**src/include/servo_slow_stop_pkg.sv**
```systemverilog
/*
  Constants, object indexes, enumerations and carrier structs for the slow-stop
  controller. Assumes a 100 MHz single clock and a fieldbus object access port
  that delivers one index and one 16-bit word per request.
*/
package servo_slow_stop_pkg;
  // ****************************************
  // Timing
  // ****************************************
  localparam int CLK_PERIOD_NS = 10;
  localparam int US_NS = 1000;
  localparam int US_CYCLES = US_NS / CLK_PERIOD_NS;
  localparam int FILT_UNIT_US = 10;
  localparam int MS_US = 1000;
  localparam logic [15:0] STOP_VEL_RPM = 16'h001E;

  // ****************************************
  // Object indexes
  // ****************************************
  localparam logic [15:0] IDX_TQ_FILT = 16'h37B3;
  localparam logic [15:0] IDX_TQ_OFS = 16'h60B2;
  localparam logic [15:0] IDX_OT_SEQ = 16'h2505;
  localparam logic [15:0] IDX_SO_SEQ = 16'h2506;
  localparam logic [15:0] IDX_PO_SEQ = 16'h2507;
  localparam logic [15:0] IDX_AL_SEQ = 16'h2510;
  localparam logic [15:0] IDX_DECEL = 16'h2556;
  localparam logic [15:0] IDX_SCURVE = 16'h2557;
  localparam logic [15:0] IDX_FLAGS = 16'h2610;
  localparam logic [15:0] IDX_TMO = 16'h2614;

  // ****************************************
  // Fields, ranges and reset values
  // ****************************************
  localparam int FLAG_SLOW_STOP_BIT = 15;
  localparam int FLAG_FALL_PREV_BIT = 10;
  localparam logic [15:0] FILT_MAX = 16'h1900;
  localparam logic [15:0] DECEL_MAX = 16'h2710;
  localparam logic [15:0] SCURVE_MAX = 16'h03E8;
  localparam logic [15:0] TMO_MAX = 16'h03E8;
  localparam logic [15:0] OT_SEQ_MAX = 16'h0002;
  localparam logic [15:0] SO_SEQ_MAX = 16'h0009;
  localparam logic [15:0] PO_SEQ_MAX = 16'h0009;
  localparam logic [15:0] AL_SEQ_MAX = 16'h0007;
  localparam logic [15:0] OT_ESTOP_CODE = 16'h0002;
  localparam logic [15:0] SO_ESTOP_MIN = 16'h0008;
  localparam logic [15:0] PO_ESTOP_MIN = 16'h0008;
  localparam logic [15:0] AL_ESTOP_MIN = 16'h0004;
  localparam logic [15:0] PARAM_RESET = 16'h0000;

  // ****************************************
  // Types
  // ****************************************
  typedef enum logic [1:0] {CM_POS = 2'b00, CM_VEL = 2'b01, CM_TRQ = 2'b10,
                            CM_OTHER = 2'b11} ctrl_mode_type;
  typedef enum logic [1:0] {ST_IDLE = 2'b00, ST_DECEL = 2'b01, ST_HELD = 2'b10,
                            ST_FAULT = 2'b11} stop_state_type;
  typedef enum logic [2:0] {CA_NONE = 3'b000, CA_OT = 3'b001, CA_SOFF = 3'b010,
                            CA_PWR = 3'b011, CA_ALM = 3'b100} cause_type;
  typedef struct packed {
    logic wr;
    logic rd;
    logic [15:0] index;
    logic [15:0] data;
  } obj_req_type;
  typedef struct packed {
    logic ack;
    logic err;
    logic [15:0] data;
  } obj_rsp_type;
endpackage

```
**src/rtl/servo_slow_stop_control.sv**
```systemverilog
/*
  Slow-stop controller: object store, stop-trigger selection, deceleration ramp
  with S-shaping, torque offset feed-forward with lag filter, forced position
  mode and alarm-stop timeout. Assumes the host reaches objects through the
  object port, pins are asynchronous and alarm/mode/velocity/torque inputs come
  from logic on mclk.
*/
`timescale 1ns/100ps
module servo_slow_stop_control (
  // Clock and reset
  input wire logic mclk,
  input wire logic sys_rst,
  // Object access port
  input wire servo_slow_stop_pkg::obj_req_type objReq,
  output servo_slow_stop_pkg::obj_rsp_type objRsp,
  // Pins
  input wire logic travelLimitIn,
  input wire logic servoOnIn,
  input wire logic mainPowerOkIn,
  // Drive state inputs
  input wire logic [1:0] overtravelInhibitSelect,
  input wire servo_slow_stop_pkg::ctrl_mode_type controlModeIn,
  input wire logic alarmEstop,
  input wire logic alarmNoEstop,
  input wire logic alarmClear,
  input wire logic signed [15:0] actualVelocity,
  input wire logic signed [15:0] velocityCmdIn,
  input wire logic signed [15:0] torqueCmdIn,
  // Drive outputs
  output logic signed [15:0] velocityCmdOut,
  output logic signed [15:0] torqueCmdOut,
  output servo_slow_stop_pkg::ctrl_mode_type modeOut,
  output logic servoEnergize,
  output logic slowStopActive,
  output logic alarmState,
  output logic estopTimeoutAlarm
);
  import servo_slow_stop_pkg::*;

  // ****************************************
  // Helpers
  // ****************************************
  // One lag step of y toward x; never stalls short of x on a small difference
  function automatic logic signed [15:0] lagStep(input logic signed [15:0] y,
                                                 input logic signed [15:0] x,
                                                 input logic [15:0] tc);
    logic signed [16:0] diff;
    logic [16:0] mag;
    logic [16:0] stp;
    diff = {x[15], x} - {y[15], y};
    mag = diff[16] ? 17'(-diff) : 17'(diff);
    stp = (tc == 16'h0000) ? mag : mag / {1'b0, tc};
    if (stp == 17'h00000 && mag != 17'h00000)
      stp = 17'h00001;
    return diff[16] ? $signed(16'(y - 16'(stp))) : $signed(16'(y + 16'(stp)));
  endfunction

  // Saturating signed add, keeps the torque command from wrapping
  function automatic logic signed [15:0] satAdd(input logic signed [15:0] a,
                                                input logic signed [15:0] b);
    logic signed [16:0] s;
    s = {a[15], a} + {b[15], b};
    if (s[16] != s[15])
      return s[16] ? 16'sh8000 : 16'sh7FFF;
    return s[15:0];
  endfunction

  function automatic logic [15:0] absVal(input logic signed [15:0] v);
    return v[15] ? 16'(-v) : 16'(v);
  endfunction

  // ****************************************
  // State
  // ****************************************
  typedef struct packed {
    logic [15:0] filtTime, tqOffset, otSeq, soSeq, poSeq, alSeq;
    logic [15:0] decelTime, sTime, flags, tmo;
    logic [2:0] meta, sync;
    logic [6:0] usCnt;
    logic [3:0] tenUsCnt;
    logic [9:0] msUsCnt;
    logic [13:0] rateCnt;
    logic [10:0] msElapsed;
    stop_state_type st;
    cause_type cause;
    logic signed [15:0] rampV, sOut, ffFilt, velOut, tqOut;
    ctrl_mode_type mode;
    logic energize, alarm, tmoAlarm, active;
    obj_rsp_type rsp;
  } state_type;

  state_type q, d;
  logic usTick, filtTick, msTick, slowEn, travel, servoOn, powerOk;
  logic otHit, soHit, poHit, alHit, eligible, srvOffEdge;
  logic [15:0] wlim;

  assign usTick = (q.usCnt == 7'(US_CYCLES - 1));
  assign filtTick = usTick && (q.tenUsCnt == 4'(FILT_UNIT_US - 1));
  assign msTick = usTick && (q.msUsCnt == 10'(MS_US - 1));
  assign slowEn = q.flags[FLAG_SLOW_STOP_BIT];
  assign travel = q.sync[2];
  assign servoOn = q.sync[1];
  assign powerOk = q.sync[0];
  assign srvOffEdge = q.energize && !servoOn;
  // Trigger qualifiers per sequence selector
  assign otHit = (overtravelInhibitSelect == 2'b00) && travel && (q.otSeq == OT_ESTOP_CODE);
  assign soHit = srvOffEdge && (q.soSeq >= SO_ESTOP_MIN);
  assign poHit = !powerOk && q.energize && (q.poSeq >= PO_ESTOP_MIN);
  assign alHit = alarmEstop && (q.alSeq >= AL_ESTOP_MIN);
  assign eligible = slowEn && q.energize && (controlModeIn != CM_OTHER);

  // Range limit of the addressed object; out-of-range writes are refused
  always_comb
  begin
    unique case (objReq.index)
      IDX_TQ_FILT: wlim = FILT_MAX;
      IDX_OT_SEQ: wlim = OT_SEQ_MAX;
      IDX_SO_SEQ: wlim = SO_SEQ_MAX;
      IDX_PO_SEQ: wlim = PO_SEQ_MAX;
      IDX_AL_SEQ: wlim = AL_SEQ_MAX;
      IDX_DECEL: wlim = DECEL_MAX;
      IDX_SCURVE: wlim = SCURVE_MAX;
      IDX_TMO: wlim = TMO_MAX;
      default: wlim = 16'hFFFF;
    endcase
  end

  // ****************************************
  // Next state
  // ****************************************
  always_comb
  begin
    d = q;
    d.meta = {travelLimitIn, servoOnIn, mainPowerOkIn};
    d.sync = q.meta;
    d.usCnt = usTick ? 7'h00 : 7'(q.usCnt + 7'h01);
    if (usTick)
    begin
      d.tenUsCnt = (q.tenUsCnt == 4'(FILT_UNIT_US - 1)) ? 4'h0 : 4'(q.tenUsCnt + 4'h1);
      d.msUsCnt = (q.msUsCnt == 10'(MS_US - 1)) ? 10'h000 : 10'(q.msUsCnt + 10'h001);
    end
    // Object access: ack one cycle after the request
    d.rsp.ack = objReq.wr || objReq.rd;
    d.rsp.err = 1'b0;
    d.rsp.data = 16'h0000;
    if (objReq.wr || objReq.rd)
    begin
      unique case (objReq.index)
        IDX_TQ_FILT: d.rsp.data = q.filtTime;
        IDX_TQ_OFS: d.rsp.data = q.tqOffset;
        IDX_OT_SEQ: d.rsp.data = q.otSeq;
        IDX_SO_SEQ: d.rsp.data = q.soSeq;
        IDX_PO_SEQ: d.rsp.data = q.poSeq;
        IDX_AL_SEQ: d.rsp.data = q.alSeq;
        IDX_DECEL: d.rsp.data = q.decelTime;
        IDX_SCURVE: d.rsp.data = q.sTime;
        IDX_FLAGS: d.rsp.data = q.flags;
        IDX_TMO: d.rsp.data = q.tmo;
        default: d.rsp.err = 1'b1;
      endcase
      if (objReq.wr && !d.rsp.err && objReq.index != IDX_TQ_OFS
          && objReq.index != IDX_FLAGS && objReq.data > wlim)
        d.rsp.err = 1'b1;
      if (objReq.wr && !d.rsp.err)
      begin
        unique case (objReq.index)
          IDX_TQ_FILT: d.filtTime = objReq.data;
          IDX_TQ_OFS: d.tqOffset = objReq.data;
          IDX_OT_SEQ: d.otSeq = objReq.data;
          IDX_SO_SEQ: d.soSeq = objReq.data;
          IDX_PO_SEQ: d.poSeq = objReq.data;
          IDX_AL_SEQ: d.alSeq = objReq.data;
          IDX_DECEL: d.decelTime = objReq.data;
          IDX_SCURVE: d.sTime = objReq.data;
          IDX_FLAGS: d.flags = objReq.data;
          default: d.tmo = objReq.data;
        endcase
        d.rsp.data = objReq.data;
      end
    end
    // Torque offset lag filter on a 10 us tick
    if (filtTick)
      d.ffFilt = lagStep(q.ffFilt, $signed(q.tqOffset), q.filtTime);
    // Stop sequencer
    unique case (q.st)
      ST_IDLE:
      begin
        d.energize = servoOn && powerOk;
        if (alarmNoEstop || (alHit && q.tmo == 16'h0000))
        begin
          d.st = ST_FAULT;
          d.alarm = 1'b1;
          d.energize = 1'b0;
        end
        else if (eligible && (alHit || otHit || soHit || poHit))
        begin
          d.st = ST_DECEL;
          d.cause = alHit ? CA_ALM : otHit ? CA_OT : soHit ? CA_SOFF : CA_PWR;
          d.energize = 1'b1;
          d.rampV = actualVelocity;
          d.sOut = actualVelocity;
          d.rateCnt = 14'h0000;
          d.msElapsed = 11'h000;
          // Restart the dividers so the stop time is counted from entry, never early
          d.usCnt = 7'h00;
          d.msUsCnt = 10'h000;
        end
        else if (alHit)
        begin
          d.st = ST_FAULT;
          d.alarm = 1'b1;
          d.energize = 1'b0;
        end
      end
      ST_DECEL:
      begin
        // Linear ramp: one r/min step per decelTime microseconds
        if (q.decelTime == 16'h0000)
          d.rampV = 16'sh0000;
        else if (usTick && q.rampV != 16'sh0000)
        begin
          if (q.rateCnt >= 14'(q.decelTime - 16'h0001))
          begin
            d.rateCnt = 14'h0000;
            d.rampV = q.rampV[15] ? 16'(q.rampV + 16'sh0001) : 16'(q.rampV - 16'sh0001);
          end
          else
            d.rateCnt = 14'(q.rateCnt + 14'h0001);
        end
        // S-shaping trails the ramp by a lag of sTime ms
        if (q.sTime == 16'h0000)
          d.sOut = d.rampV;
        else if (msTick)
          d.sOut = lagStep(q.sOut, q.rampV, q.sTime);
        if (msTick && q.msElapsed != 11'h7FF)
          d.msElapsed = 11'(q.msElapsed + 11'h001);
        if (alarmNoEstop)
        begin
          d.st = ST_FAULT;
          d.alarm = 1'b1;
          d.energize = 1'b0;
        end
        else if (q.cause == CA_ALM && {5'h00, q.msElapsed} >= q.tmo)
        begin
          d.st = ST_FAULT;
          d.alarm = 1'b1;
          d.tmoAlarm = 1'b1;
          d.energize = 1'b0;
        end
        else if (q.sOut == 16'sh0000 && absVal(actualVelocity) <= STOP_VEL_RPM)
        begin
          unique case (q.cause)
            CA_OT: d.st = ST_HELD;
            CA_ALM:
            begin
              d.st = ST_FAULT;
              d.alarm = 1'b1;
            end
            default: d.st = ST_IDLE;
          endcase
          d.energize = (q.cause == CA_OT);
        end
      end
      ST_HELD:
      begin
        // Held at rest, energized, until the travel limit releases, servo-on drops or an alarm faults
        if (alarmNoEstop || alarmEstop)
        begin
          d.st = ST_FAULT;
          d.alarm = 1'b1;
          d.energize = 1'b0;
        end
        else if (!travel || !servoOn)
        begin
          d.st = ST_IDLE;
          d.energize = servoOn && powerOk;
        end
      end
      ST_FAULT:
      begin
        d.energize = 1'b0;
        if (alarmClear && !alarmEstop && !alarmNoEstop)
        begin
          d.st = ST_IDLE;
          d.alarm = 1'b0;
          d.tmoAlarm = 1'b0;
        end
      end
    endcase
    if (d.st != ST_DECEL && d.st != ST_HELD)
      d.cause = CA_NONE;
    // Drive outputs follow the next state so they change with it
    d.mode = (d.st == ST_DECEL || d.st == ST_HELD) ? CM_POS : controlModeIn;
    d.active = (d.st == ST_DECEL);
    d.velOut = (d.st == ST_DECEL) ? d.sOut : (d.st == ST_HELD) ? 16'sh0000 : velocityCmdIn;
    d.tqOut = (d.st == ST_DECEL || d.st == ST_HELD) ? torqueCmdIn
            : satAdd(torqueCmdIn, q.ffFilt);
  end

  // ****************************************
  // Register
  // ****************************************
  always_ff @(posedge mclk)
  begin
    if (sys_rst)
    begin
      q <= '0;
      q.st <= ST_IDLE;
      q.cause <= CA_NONE;
      q.mode <= CM_POS;
    end
    else
      q <= d;
  end

  assign objRsp = q.rsp;
  assign velocityCmdOut = q.velOut;
  assign torqueCmdOut = q.tqOut;
  assign modeOut = q.mode;
  assign servoEnergize = q.energize;
  assign slowStopActive = q.active;
  assign alarmState = q.alarm;
  assign estopTimeoutAlarm = q.tmoAlarm;
endmodule // servo_slow_stop_control

```
**config.mk**
```make
export PLATFORM = sky130hd
export DESIGN_NAME = servo_slow_stop_control
export DESIGN_NICKNAME = d
export VERILOG_FILES = /design/src/include/servo_slow_stop_pkg.sv /design/src/rtl/servo_slow_stop_control.sv
export SDC_FILE = /design/constraint.sdc
export NUM_CORES = 2
export LEC_CHECK = 0
export ABC_CLOCK_PERIOD_IN_PS = 44800
export BUFFER_PORTS_ARGS = -buffer_cell sky130_fd_sc_hd__buf_2
export CORE_MARGIN = 2
export CORE_UTILIZATION = 65
export DETAILED_ROUTE_END_ITERATION = 16
export PLACE_DENSITY = 0.81
export REMOVE_ABC_BUFFERS = 1
export SYNTH_ARGS = -nofsm -noshare
export SYNTH_HDL_FRONTEND = slang
export SYNTH_SLANG_ARGS = --single-unit
```
**constraint.sdc**
```tcl
create_clock -name mclk -period 44.8 [get_ports mclk]
set_input_delay 8.96 -clock mclk [delete_from_list [all_inputs] [get_ports mclk]]
set_output_delay 8.96 -clock mclk [all_outputs]
set_load 0.01 [all_outputs]
```
==> results_dict.tcl <==
set metrics [dict create \
    min_path_cells 2 \
    vias 40539 \
    ctsHtreeMaxLevel 1 \
    ys.warnings.count 0 \
    core_um2 59100 \
    finClkSkew_ps 22.8 \
    drc 0 \
    cts_sinks 321 \
    hpwlAfterDp_um 93700 \
    cp_data_arrival_time_ps 42400 \
    vias_per_cell 6.65 \
    rsz0062_at_grt "false" \
    fin_crit_sh 0.936 \
    tns_ps 0 \
    final_core_util 0.691 \
    final_nets 5857 \
    status "completed" \
    wl_per_cell_um 20.4 \
    synth.area.top_cells "dfxtp_1 (17%), ha_1 (15%), nand2_1 (6.7%)" \
    crit_type "flip-flop to flip-flop" \
    floorplan.initialDensity 0.658 \
    hp-class "flip-flop to flip-flop" \
    critPathMostFrequentCell "ha_1" \
    dr.pass1.iters 9 \
    syn-cell-area_um2 38900 \
    min_period_ps 41920 \
    rr_startpoint "q[88]" \
    die_area_um2 61800 \
    start_kind "flip-flop" \
    synth_common_cells "nand2_1 (695), nor2_1 (488), a21oi_1 (481)" \
    path_clk_slew_ps 70 \
    cts_root_buf "clkbuf_16" \
    drive_gt1_frac 0.0864 \
    ys_seq_elements 321 \
    first_iter_violations 4903 \
    overflow 0 \
    cts_buffer_depth 3 \
    hold_start "q[184]" \
    cap_violations 0 \
    tritoncts "built" \
    setup_viol 0 \
    synth-edff-count 0 \
    yosysTopAreaCellShare 0.165 \
    synth_most_common_cell "nand2_1" \
    die_y_um 249 \
    hold_buffers 0 \
    syn_avg_cell_area_um2 7.28 \
    grt_use_total 0.383 \
    yosys_most_used_dff "dfxtp_1" \
    clock_latency_ps 610 \
    pin_count 150 \
    port_buffers 149 \
    worst-endpoint-required_ps 45280 \
    worstSetupEndpointType "flip-flop" \
    rows 89 \
    slew_viol_final 0 \
    critical-path-slowest-cell "a221oi_1" \
    detail-route-antenna-nets 0 \
    fin_hold_ws_ps 452 \
    grt_max_degree 101 \
    fillCellCount 5155 \
    worst_pin_slew_ps 1260 \
    synth_top_area_cell "dfxtp_1" \
    fp.dieW_um 249 \
    finalHoldViolCount 0 \
    fmax_ghz 0.0239 \
    antenna_found_initial 3 \
    totalWireLength_um 124000 \
    area_growth_pct 5.11 \
    grt_pass1_vias 37877 \
    cp_max_fo 31 \
    synth-async-reset-ratio 0 \
    yosysUniqueCellTypes 113 \
    seq_area_frac_synth 0.165 \
    syn_inst 5341 \
    gp_congestion 0.987 \
    reg2reg_depth 155 \
    numCtsBuffers 31 \
    maxSlewHeadroom 0.155 \
    dpl_cell_area_um2 39800 \
    fin_area_um2 40900 \
    worstSetupStartpoint "q[88]" \
    grt_pass1_wl_um 197000 \
    slowest_delay_ps 700 \
]
[per-layer routing]
| layer | GRT usage | wire, um |
|---|---|---|
| met2 | 0.627 | 55700 |
| met1 | 0.499 | 50800 |
| met4 | 0.166 | 5970 |
| met3 | 0.0600 | 11800 |
| met5 | 0 | 23 |
[cell families after synthesis]
group / count (synthesis) / share of synthesized area
flip-flops: 321 / 0.165
AO/OA/AOI/OAI: 1552 / 0.264
buffers and inverters: 513 / 0.0553
multiplexers: 193 / 0.0529
AND/OR/NAND/NOR: 1990 / 0.242
XOR/XNOR: 306 / 0.0693
adder cells (fa/ha/maj): 466 / 0.151
[per-stage QoR]
stage | worst slack (ps) | instances
after detailed placement | 2480 | 6035
after global routing | 70.0 | 6095
after floorplan | 7150 | 5070
after global placement | 2850 | 6035
final | 2880 | 6096
after CTS | 2300 | 6093
[final cells by class]
cell class	count	area, um2	share of cell area
diodes	1	2.50	0.0000612
flip-flops and latches	321	6430	0.157
inverters	242	908	0.0222
clock inverters	15	183	0.00447
repair buffers	194	1090	0.0267
well taps	773	967	0.0237
clock buffers	43	881	0.0216
multi-input cells	4507	30400	0.744
[sequential cells by signal, summed over array words and instances, names as in the netlist, 2 cells and up]
name,count
objRsp,18
modeOut,2
q,261
torqueCmdOut,16
d,3
velocityCmdOut,16
[worst paths after layout]
check / end / slack, ps
min reg2reg: q[184] / 450
max: velocityCmdOut[15] / 2880
min: q[184] / 450
max reg2reg: velocityCmdOut[15] / 2880
[critical path, delay by kind of cell (launching register included)]
family | cells | cell delay [ps]
buf+inv | 8 | 1220
fa+ha+maj | 21 | 6600
compound gates | 82 | 22950
xor+xnor | 3 | 590
simple gates | 37 | 8490
mux | 4 | 1470
flops | 1 | 410
[layout by cell type (no fill, tap or decap), types with 16 or more instances in the layout]
master,netlist,routed
nor2_1,488,486
a222oi_1,45,45
a21boi_0,21,21
inv_1,241,241
o21ai_1,16,16
nor3_1,136,132
dfxtp_1,321,321
o21a_1,97,96
or2_2,36,36
o2111ai_1,27,27
o31ai_1,38,37
and2_1,54,54
o21ai_0,263,261
or4_1,19,19
nand2_1,695,695
xnor2_1,187,187
buf_2,17,148
nor4_1,47,47
nor2b_1,66,66
mux2i_1,102,102
o21bai_1,27,26
clkbuf_16,0,31
nor3b_1,20,20
nand4_1,50,50
xor2_1,117,117
a31oi_1,73,72
mux2_2,90,90
and3_1,65,65
a21oi_1,481,480
nand3b_1,19,19
a21o_1,126,126
nand3_1,129,129
nand2b_1,57,57
buf_4,52,45
a211oi_1,36,36
o211ai_1,72,72
ha_1,460,460
a221oi_1,17,17
or3_1,52,52
[timing repair]
| action | 4_1_cts | 5_1_grt |
|---|---|---|
| buffers inserted | 0 | 2 |
| setup endpoints to repair | 0 | 20 |
| gates resized for setup | 0 | 5 |
Power is left out: the tool's default activity adds up to more than one toggle a clock period on the data nets, which glitch-free logic cannot reach.
